$ cat src/core/thermal_pkg.sv
package thermal_pkg;
   // ----------------------------------------------------------------
   // Register map
   // ----------------------------------------------------------------
   localparam int          ADDR_W              = 16;
   localparam int          DATA_W              = 16;
   localparam int          TEMP_W              = 8;
   localparam logic [15:0] ADDR_THERM_CTRL     = 16'h4002;
   localparam logic [15:0] ADDR_SYS_STATUS     = 16'h400d;
   localparam logic [15:0] ADDR_INT_STATUS_ONE = 16'h4011;
   localparam logic [15:0] ADDR_INT_MASK_ONE   = 16'h4019;

   localparam int BIT_HYST_SEL   = 3;
   localparam int BIT_THR_LO     = 0;
   localparam int BIT_THR_HI     = 1;
   localparam int BIT_WARN_STS   = 15;
   localparam int BIT_EVENT      = 1;

   localparam logic [1:0] THR_SEL_RST  = 2'h2;
   localparam logic       HYST_SEL_RST = 1'b1;
   localparam logic       MASK_RST     = 1'b1;

   // ----------------------------------------------------------------
   // Temperatures in degrees C
   // ----------------------------------------------------------------
   localparam logic [7:0] THR_90   = 8'h5a;
   localparam logic [7:0] THR_100  = 8'h64;
   localparam logic [7:0] THR_110  = 8'h6e;
   localparam logic [7:0] THR_120  = 8'h78;
   localparam logic [7:0] HYST_8   = 8'h08;
   localparam logic [7:0] HYST_16  = 8'h10;

   typedef enum logic [1:0] {
      PWR_OFF,
      PWR_ON,
      PWR_SLEEP,
      PWR_OTHER
   } power_state_t;

   typedef struct packed {
      logic [ADDR_W-1:0] addr;
      logic [DATA_W-1:0] wdata;
      logic              wr;
      logic              rd;
   } reg_req_t;

   function automatic logic [7:0] thr_degrees(input logic [1:0] sel);
      logic [7:0] t;
      t = THR_90;
      unique case (sel)
         2'h0: t = THR_90;
         2'h1: t = THR_100;
         2'h2: t = THR_110;
         2'h3: t = THR_120;
      endcase
      return t;
   endfunction
endpackage

$ cat src/core/thermal_warning_monitor.sv
// The address-and-strobe port was left to the implementer.
module thermal_warning_monitor #(
   parameter int TEMP_W = thermal_pkg::TEMP_W
) (
   input  wire logic                           clk,
   input  wire logic                           rst_b,
   input  wire logic [1:0]                     power_state,
   input  wire logic [TEMP_W-1:0]              temp_code,
   input  wire logic                           shutdown_level,
   input  wire thermal_pkg::reg_req_t          req,
   output logic [thermal_pkg::DATA_W-1:0]      rdata,
   output logic                                temp_int,
   output logic                                sys_reset_req
);
   // ----------------------------------------------------------------
   // Input synchronisers
   // ----------------------------------------------------------------
   logic              sd_s1_r;
   logic              sd_s2_r;
   logic [TEMP_W-1:0] tmp_s1_r;
   logic [TEMP_W-1:0] tmp_s2_r;
   logic [TEMP_W-1:0] tmp_s3_r;
   logic [TEMP_W-1:0] tmp_stable_r;

   always_ff @(posedge clk or negedge rst_b) begin
      if (!rst_b) begin
         sd_s1_r  <= 1'b0;
         sd_s2_r  <= 1'b0;
         tmp_s1_r <= '0;
         tmp_s2_r <= '0;
      end else begin
         sd_s1_r  <= shutdown_level;
         sd_s2_r  <= sd_s1_r;
         tmp_s1_r <= temp_code;
         tmp_s2_r <= tmp_s1_r;
      end
   end

   // Multi-bit code is taken only once two synced samples agree, so a skewed word is never compared
   always_ff @(posedge clk or negedge rst_b) begin
      if (!rst_b) begin
         tmp_s3_r     <= '0;
         tmp_stable_r <= '0;
      end else begin
         tmp_s3_r <= tmp_s2_r;
         if (tmp_s2_r == tmp_s3_r) begin
            tmp_stable_r <= tmp_s2_r;
         end
      end
   end

   logic active;
   assign active = (power_state == 2'(thermal_pkg::PWR_ON)) ||
                   (power_state == 2'(thermal_pkg::PWR_SLEEP));

   // ----------------------------------------------------------------
   // Control registers
   // ----------------------------------------------------------------
   logic [1:0] thr_sel_r;
   logic       hyst_sel_r;
   logic       mask_r;
   logic       wr_ctrl;
   logic       wr_int;
   logic       wr_mask;

   assign wr_ctrl = req.wr && (req.addr == thermal_pkg::ADDR_THERM_CTRL);
   assign wr_int  = req.wr && (req.addr == thermal_pkg::ADDR_INT_STATUS_ONE);
   assign wr_mask = req.wr && (req.addr == thermal_pkg::ADDR_INT_MASK_ONE);

   always_ff @(posedge clk or negedge rst_b) begin
      if (!rst_b) begin
         thr_sel_r  <= thermal_pkg::THR_SEL_RST;
         hyst_sel_r <= thermal_pkg::HYST_SEL_RST;
      end else if (wr_ctrl) begin
         thr_sel_r  <= req.wdata[thermal_pkg::BIT_THR_HI:thermal_pkg::BIT_THR_LO];
         hyst_sel_r <= req.wdata[thermal_pkg::BIT_HYST_SEL];
      end
   end

   always_ff @(posedge clk or negedge rst_b) begin
      if (!rst_b) begin
         mask_r <= thermal_pkg::MASK_RST;
      end else if (wr_mask) begin
         mask_r <= req.wdata[thermal_pkg::BIT_EVENT];
      end
   end

   // ----------------------------------------------------------------
   // Warning detection
   // ----------------------------------------------------------------
   logic warn_r;

   warn_comparator #(
      .TEMP_W   (TEMP_W)
   ) u_cmp (
      .clk      (clk),
      .rst_b    (rst_b),
      .active   (active),
      .temp     (tmp_stable_r),
      .thr_sel  (thr_sel_r),
      .hyst_sel (hyst_sel_r),
      .warn_r   (warn_r)
   );

   logic warn_d_r;
   logic event_r;
   logic change;

   assign change = warn_r ^ warn_d_r;

   always_ff @(posedge clk or negedge rst_b) begin
      if (!rst_b) begin
         warn_d_r <= 1'b0;
      end else begin
         warn_d_r <= warn_r;
      end
   end

   // Set wins over a coincident write-one clear
   always_ff @(posedge clk or negedge rst_b) begin
      if (!rst_b) begin
         event_r <= 1'b0;
      end else if (change) begin
         event_r <= 1'b1;
      end else if (wr_int && req.wdata[thermal_pkg::BIT_EVENT]) begin
         event_r <= 1'b0;
      end
   end

   // ----------------------------------------------------------------
   // Outputs
   // ----------------------------------------------------------------
   always_ff @(posedge clk or negedge rst_b) begin
      if (!rst_b) begin
         temp_int <= 1'b0;
      end else begin
         temp_int <= (event_r || change) && !mask_r;
      end
   end

   always_ff @(posedge clk or negedge rst_b) begin
      if (!rst_b) begin
         sys_reset_req <= 1'b0;
      end else begin
         sys_reset_req <= sd_s2_r && active;
      end
   end

   always_ff @(posedge clk or negedge rst_b) begin
      if (!rst_b) begin
         rdata <= '0;
      end else begin
         rdata <= '0;
         if (req.rd) begin
            unique case (req.addr)
               thermal_pkg::ADDR_THERM_CTRL: begin
                  rdata[thermal_pkg::BIT_THR_HI:thermal_pkg::BIT_THR_LO] <= thr_sel_r;
                  rdata[thermal_pkg::BIT_HYST_SEL] <= hyst_sel_r;
               end
               thermal_pkg::ADDR_SYS_STATUS: begin
                  rdata[thermal_pkg::BIT_WARN_STS] <= warn_r;
               end
               thermal_pkg::ADDR_INT_STATUS_ONE: begin
                  rdata[thermal_pkg::BIT_EVENT] <= event_r;
               end
               thermal_pkg::ADDR_INT_MASK_ONE: begin
                  rdata[thermal_pkg::BIT_EVENT] <= mask_r;
               end
               default: begin
                  rdata <= '0;
               end
            endcase
         end
      end
   end
endmodule // thermal_warning_monitor

$ cat src/core/warn_comparator.sv
module warn_comparator #(
   parameter int TEMP_W = thermal_pkg::TEMP_W
) (
   input  wire logic              clk,
   input  wire logic              rst_b,
   input  wire logic              active,
   input  wire logic [TEMP_W-1:0] temp,
   input  wire logic [1:0]        thr_sel,
   input  wire logic              hyst_sel,
   output logic                   warn_r
);
   logic [TEMP_W-1:0] thr;
   logic [TEMP_W-1:0] hyst;
   logic [TEMP_W-1:0] release_lvl;
   logic              warn_nxt;

   always_comb begin
      thr         = TEMP_W'(thermal_pkg::thr_degrees(thr_sel));
      hyst        = hyst_sel ? TEMP_W'(thermal_pkg::HYST_16) : TEMP_W'(thermal_pkg::HYST_8);
      release_lvl = thr - hyst;
      warn_nxt    = warn_r;
      if (!active) begin
         warn_nxt = 1'b0;
      end else if (!warn_r && temp >= thr) begin
         warn_nxt = 1'b1;
      end else if (warn_r && temp < release_lvl) begin
         warn_nxt = 1'b0;
      end
   end

   always_ff @(posedge clk or negedge rst_b) begin
      if (!rst_b) begin
         warn_r <= 1'b0;
      end else begin
         warn_r <= warn_nxt;
      end
   end
endmodule // warn_comparator

$ cat config.mk
export PLATFORM = sky130hd
export DESIGN_NAME = thermal_warning_monitor
export DESIGN_NICKNAME = d
export VERILOG_FILES = /design/src/core/thermal_pkg.sv /design/src/core/thermal_warning_monitor.sv /design/src/core/warn_comparator.sv
export SDC_FILE = /design/constraint.sdc
export NUM_CORES = 1
export LEC_CHECK = 0
export BUFFER_PORTS_ARGS = -buffer_cell sky130_fd_sc_hd__buf_2
export CAP_MARGIN = 5
export CORE_MARGIN = 8
export CORE_UTILIZATION = 30
export DETAILED_ROUTE_END_ITERATION = 6
export GPL_ROUTABILITY_DRIVEN = 0
export SLEW_MARGIN = 20
export SYNTH_ARGS = -nofsm -noshare
export SYNTH_HDL_FRONTEND = slang
export SYNTH_SLANG_ARGS = --single-unit
$ cat constraint.sdc
create_clock -name clk -period 4.3 [get_ports clk]
set_clock_uncertainty 0.15 [all_clocks]
set_input_delay 0.43 -clock clk [delete_from_list [all_inputs] [get_ports clk]]
set_output_delay 0.43 -clock clk [all_outputs]
set_load 0.02 [all_outputs]
==> results of run 1 <==
## critical path, delay by kind of cell (launching register included)
family | cells | cell delay [ns]
AOI/OAI and AO/OA | 3 | 0.40
xor gates and xnor gates | 1 | 0.15
adders and majority gates | 4 | 1.05
buffers and inverters | 1 | 0.06
DFF | 1 | 0.56
and+or+nand+nor | 1 | 0.12
## sequential cells by signal (all words and copies together), names as in the netlist
register       count
sd_s1_r            1
temp_int           1
warn_d_r           1
sys_reset_req      1
tmp_s3_r           8
rdata              4
sd_s2_r            1
u_cmp.warn_r       1
thr_sel_r          2
tmp_s2_r           8
mask_r             1
tmp_stable_r       8
tmp_s1_r           8
event_r            1
hyst_sel_r         1
## cell type report
cell class / instances / area, um2 / share of cell area
clock inverters: 3 / 22.5 / 0.00958
well taps: 80 / 100 / 0.0426
multi-input cells: 99 / 758 / 0.323
flip-flops and latches: 47 / 1180 / 0.502
repair buffers: 39 / 198 / 0.0841
clock buffers: 5 / 68.8 / 0.0293
inverters: 6 / 22.5 / 0.00958
## metrics by stage
step | instances | utilization | hold slack [ns] | instance area, um2 | total power (W)
2_1_floorplan | 164 | - | -0.0156 | 2050 | 0.000570
6_report | 279 | 0.354 | -0.0321 | 2350 | 0.000866
3_5_place_dp | 271 | 0.340 | 0.185 | 2260 | 0.000605
3_3_place_gp | 271 | 0.340 | 0.181 | 2260 | 0.000600
4_1_cts | 279 | 0.353 | 0.0639 | 2350 | 0.000881
5_1_grt | 279 | 0.354 | 0.00722 | 2350 | 0.000917
## cells by family after synthesis
| kind of cell | synth area share |
|---|---|
| XOR/XNOR | 0.0480 |
| other | 0.00187 |
| buffers and inverters | 0.0561 |
| AND/OR/NAND/NOR | 0.110 |
| flip-flops | 0.588 |
| multiplexers | 0.0730 |
| adder cells (fa/ha/maj) | 0.0911 |
| AO/OA/AOI/OAI | 0.0312 |
## report_power, final
part | total [W] | switching, W | internal, W | leakage (nW)
Clock | 0.000271 | 0.000154 | 0.000117 | 0.0485
Combinational | 0.000101 | 0.0000541 | 0.0000474 | 0.522
Sequential | 0.000494 | 0.0000209 | 0.000473 | 0.572
## worst max path at each step
stage                        startpoint                       end  slack, ns  cells past startpoint
2_1_floorplan  thr_sel_r[1]$_DFFE_PN1P_  u_cmp.warn_r$_DFFE_PN0P_       1.93                     10
3_5_place_dp   thr_sel_r[1]$_DFFE_PN1P_  u_cmp.warn_r$_DFFE_PN0P_       1.78                     10
4_1_cts        thr_sel_r[1]$_DFFE_PN1P_  u_cmp.warn_r$_DFFE_PN0P_       1.75                     10
5_1_grt        thr_sel_r[1]$_DFFE_PN1P_  u_cmp.warn_r$_DFFE_PN0P_       1.57                     10
6_report       thr_sel_r[1]$_DFFE_PN1P_  u_cmp.warn_r$_DFFE_PN0P_       1.73                     10
3_3_place_gp   thr_sel_r[1]$_DFFE_PN1P_  u_cmp.warn_r$_DFFE_PN0P_       1.75                     10
## cells in the final DEF, fill, tap and decap left out
master	instances
a211oi_1	1
a21o_1	2
a21oi_1	5
and2_1	1
and4b_1	2
buf_2	38
buf_4	1
clkbuf_8	5
clkinv_2	1
clkinv_4	1
conb_1	13
dfrtp_1	44
dfstp_2	3
fa_1	1
ha_1	13
inv_1	6
inv_6	1
mux2_2	13
nand2_1	5
nand2b_1	2
nand3_1	2
nand3b_1	1
nand4_1	4
nand4b_1	2
nor2_1	7
nor3_1	3
nor4_1	3
nor4b_1	2
nor4bb_1	2
o21ai_0	3
or2_2	1
xor2_1	11
## metal layers
layer | up-vias | part of all wire
met2 | 50 | 0.43
met1 | 581 | 0.45
met5 | - | 0
met4 | 0 | 0.020
met3 | 7 | 0.10
li1 | 596 | -
==> results.md, run 1 <==
- Post-CTS Resized: 0
- Finish-stage setup viols: 0
- Maximum Capacitance Violations: 0
- Max Buffers Root-to-Sink: 2
- Seq cells post-synth: 47
- Die ar.: 0.00956 mm2
- Top cell by count, worst path: ha_1
- H-tree levels: 2
- CP Launch Type: flip-flop
- Max FO, Critical Path: 4
- Post-synth EDFFs: 0
- Setup Total Neg Slack: 0 ns
- Crit. End Element: flip-flop
- Top post-synthesis cells by area: dfrtp_1 55%, ha_1 8.1%, mux2_2 7.3%
- Number of global-route vias before repair: 1,300
- Mapped Area: 0.00201 mm2
- Register-to-Register Path Depth: 10
- RSZ-0062 raised after global routing: no
- Core area: 0.00664 mm2
- Gr ovfl total: 0
- Most numerous cell in the Yosys netlist: dfrtp_1
- Ys Warns: 0
- Crit-path cells: inv_1 > ha_1 > ha_1 > fa_1 > xor2_1 > ha_1 > nand4b_1 > a21oi_1 > o21ai_0 > a21oi_1
- DRC violations left: 0
- VDD IR-drop max: 201 uV
- I/O Pins: 65
- WL/cell: 12.3 um
- Share of cells above drive strength 1: 0.322
- Die span in y: 97.8 um
- First-pass GRT wire length: 5940 um
- Ant diodes: 0
- Final wirelength: 3440 um
- Unique masters post-synth: 27
- RR Endpoint: u_cmp.warn_r$_DFFE_PN0P_
- Total GRT Usage: 0.0765
- NumNets Final: 259
- Starting Density: 0.302
- GRT met1 Usage: 0.0859
- Area Growth Syn to Fin: 17.2%
- Pre-CTS WS: 1.78 ns
- CP max stage cell: dfstp_2
- Top_reg_cell synth: dfrtp_1
- DRT Pass-1 Iters: 4
- Total number of vias: 1,234
- Synthesized area per cell: 13.2 um2
- Mapped Cells: 152
- Clock Tree Root: clkbuf_8
- Share of Yosys cell area claimed by the top area cell type: 0.549
- Global Route met3 Usage: 0.0434
- Postcts setup bufs: 0
- Violated checks: hold timing
- Hold crit path type: primary input to async pin
- Crit path required time: 4.38 ns
- Clk_lat worst skew: 0.30 ns
- Iter 0 DRT Violations: 21
- Slew headroom: 0.617
- Std-Cell Rows: 30
- Port Buffers: 39
- Crit-path max cell delay: 0.56 ns
- Fin crit period: 2.57 ns
- Fin crit share: 0.598
- Async SR Flop Fraction: 1.00
- Final Hold Slack: -0.0321 ns
- Die extent in x: 97.8 um
- Clock sinks: 47
- Setup Crit Path Kind: flip-flop to flip-flop
- Power per cell area: 369 mW/mm2
- Fmax: 389 MHz
- Worst-margin pin slew: 0.574 ns
- R2R Setup Slk: 1.73 ns
- Post-route ant nets: 0
- Post-synth top area cell: dfrtp_1
- Initial antenna violation count: 0
- M2 GR Usage: 0.114
- Via-to-Cell Ratio: 4.42
- LEAKAGE: 1.14 nW
- Largest net degree at the start of global routing: 48
- Fillcell total: 675
- Max Slew Vio Count: 0
- TritonCTS clock tree: done
- Crit path DAT: 2.65 ns
- Outcome: finished, violations left
- Cts bufs inserted: 5
- Commonest cells post-synth: 44 x dfrtp_1, 13 x ha_1, 13 x mux2_2, 12 x buf_4, 11 x xor2_1
- GR peak layer: met2
- Final worst setup slack: 1.73 ns
- Reg clk slew, reported paths: 0.09 ns
- R2r startpoint: thr_sel_r[1]$_DFFE_PN1P_
- Hold Violations, Final: 44
- # hold bufs at CTS: 0
- Hpwl dp: 2570 um
- Register area share after synthesis: 0.588
No activity file was read; power rests on OpenSTA's default activity.
==> inputs of run 2 (changes only) <==
==> constraint.sdc (replaced) <==
create_clock -name clk -period 2.1 [get_ports clk]
set_clock_uncertainty 0.15 [all_clocks]
set_input_delay 0.21 -clock clk [delete_from_list [all_inputs] [get_ports clk]]
set_output_delay 0.21 -clock clk [all_outputs]
set_load 0.02 [all_outputs]
==> results.md, run 2 (synthesis gave the netlist of run 1 again) <==
- NumNets Final: 279
- Area Growth Syn to Fin: 27.9%
- I/O Pins: 65
- Share of cells above drive strength 1: 0.347
- Clock sinks: 47
- Cts bufs inserted: 5
- Finish-stage setup viols: 1
- Final Util: 0.386
- Port Buffers: 39
- Number of global-route vias before repair: 1,432
- Fin area: 0.00256 mm2
- First-pass GRT wire length: 6510 um
- LEAKAGE: 1.23 nW
- RSZ-0062 raised after global routing: yes
- Max Slew Vio Count: 0
- Final Total Pwr: 0.00178 W
- Total GRT Usage: 0.0828
- Hold Violations, Final: 0
- Total number of vias: 1,301
- Power per cell area: 693 mW/mm2
- Crit path DAT: 2.44 ns
- Violated checks: setup timing
- Clk_lat worst skew: 0.29 ns
- Clock Tree Root: clkbuf_8
- Iter 0 DRT Violations: 44
- Maximum Capacitance Violations: 0
- Reg clk slew, reported paths: 0.09 ns
- Gr ovfl total: 0
- Post-DP Area: 0.00234 mm2
- Fin crit share: 1.13
- WL/cell: 12.6 um
- Ant diodes: 0
- Final worst setup slack: -0.274 ns
- VDD IR-drop max: 396 uV
- Initial antenna violation count: 0
- Crit path required time: 2.16 ns
- Hpwl dp: 2840 um
- Max FO, Critical Path: 2
- TritonCTS clock tree: done
- Via-to-Cell Ratio: 4.35
- Final wirelength: 3770 um
- Core area: 0.00664 mm2
- Die ar.: 0.00956 mm2
- Crit. End Element: flip-flop
- Starting Density: 0.302
- Fin crit period: 2.37 ns
- Post-route ant nets: 0
- Hold crit path type: primary input to flip-flop
- Die span in y: 97.8 um
- CP Launch Type: flip-flop
- Largest net degree at the start of global routing: 21
- Fmax: 421 MHz
- Setup Crit Path Kind: flip-flop to flip-flop
- Std-Cell Rows: 30
- Most frequent cells in the layout: 44 x dfrtp_1, 39 x buf_2, 13 x mux2_2, 13 x conb_1, 12 x dlygate4sd3_1
- DRC violations left: 0
- Die extent in x: 97.8 um
- H-tree levels: 2
- Outcome: finished, violations left
- Max Buffers Root-to-Sink: 2
- DRT Pass-1 Iters: 4
- Most common cell after layout, fill and taps aside: dfrtp_1
- Fillcell total: 633
run 2: changes by cell type in the layout (fill, tap and decap cells not counted), moves of 3 or more:
cell           previous run  this run
ha_4                      0         3
buf_4                     1         8
dlygate4sd3_1             0        12
ha_1                     13        10
run 2: per-layer routing:
layer  GRT usage  vias to the layer above  wire, um
met4      0.0216                        0        17
met3      0.0420                        4       349
met5           0                        -         0
met1      0.0900                      615      1670
met2       0.139                       50      1730
li1            -                      632         -
run 2: worst max-delay path, cell delays in order, from the launching register on:
cell and delay, ns:
dfstp_2 0.54, inv_2 0.06, ha_4 0.17, ha_4 0.15, fa_2 0.32, xor2_1 0.15
ha_1 0.29, nand4b_1 0.10, a21oi_1 0.14, o21ai_1 0.08, a21oi_1 0.13
run 2: metrics by stage:
step	setup WS (ns)	hold slack (ns)	setup TNS (ns)	instances
after CTS	-0.269	0.00462	-0.269	299
after floorplan	-0.175	-0.236	-0.175	164
after detailed placement	-0.260	0.0339	-0.260	279
final	-0.274	0.0233	-0.274	299
after global routing	-0.383	0.0244	-0.383	299
after global placement	-0.195	0.0332	-0.195	279
run 2: worst paths after layout:
check | depth (start not counted) | startpoint | to | slack (ns)
worst max-delay path | 10 | thr_sel_r[1]$_DFFE_PN1P_ | u_cmp.warn_r$_DFFE_PN0P_ | -0.27
worst min-delay path | 3 | req[20] | rdata[15]$_DFF_PN0_ | 0.02
worst max register to register | 10 | thr_sel_r[1]$_DFFE_PN1P_ | u_cmp.warn_r$_DFFE_PN0P_ | -0.27
worst min register to register | 0 | tmp_s1_r[7]$_DFF_PN0_ | tmp_s2_r[7]$_DFF_PN0_ | 0.20
max in group asynchronous | 3 | rst_b | thr_sel_r[1]$_DFFE_PN1P_ | 0.89
min in group asynchronous | 2 | rst_b | sd_s1_r$_DFF_PN0_ | 0.25
run 2: power breakdown:
group          internal (W)  switching (W)  leakage [nW]
Combinational      0.000113       0.000114         0.612
Sequential         0.000969      0.0000437         0.572
Clock              0.000239       0.000300        0.0418
Total               0.00132       0.000457          1.23
run 2: repair_timing:
action / 4_1_cts / 5_1_grt
endpoints found under the setup margin: 1 / 1
hold endpoints to repair: 28 / 0
setup buffers: 0 / 0
hold buffers: 12 / 0
pin swaps: 2 / 2
resized for setup: 2 / 0
run 2: cell type report:
| cell class | instances | area (um2) | area share |
|---|---|---|---|
| sequential | 47 | 1180 | 0.460 |
| clock inverter | 2 | 16.3 | 0.00634 |
| inverter | 6 | 22.5 | 0.00878 |
| multi-input combinational | 99 | 798 | 0.311 |
| tap | 80 | 100 | 0.0390 |
| clock buffer | 6 | 72.6 | 0.0283 |
| timing repair buffer | 59 | 375 | 0.146 |
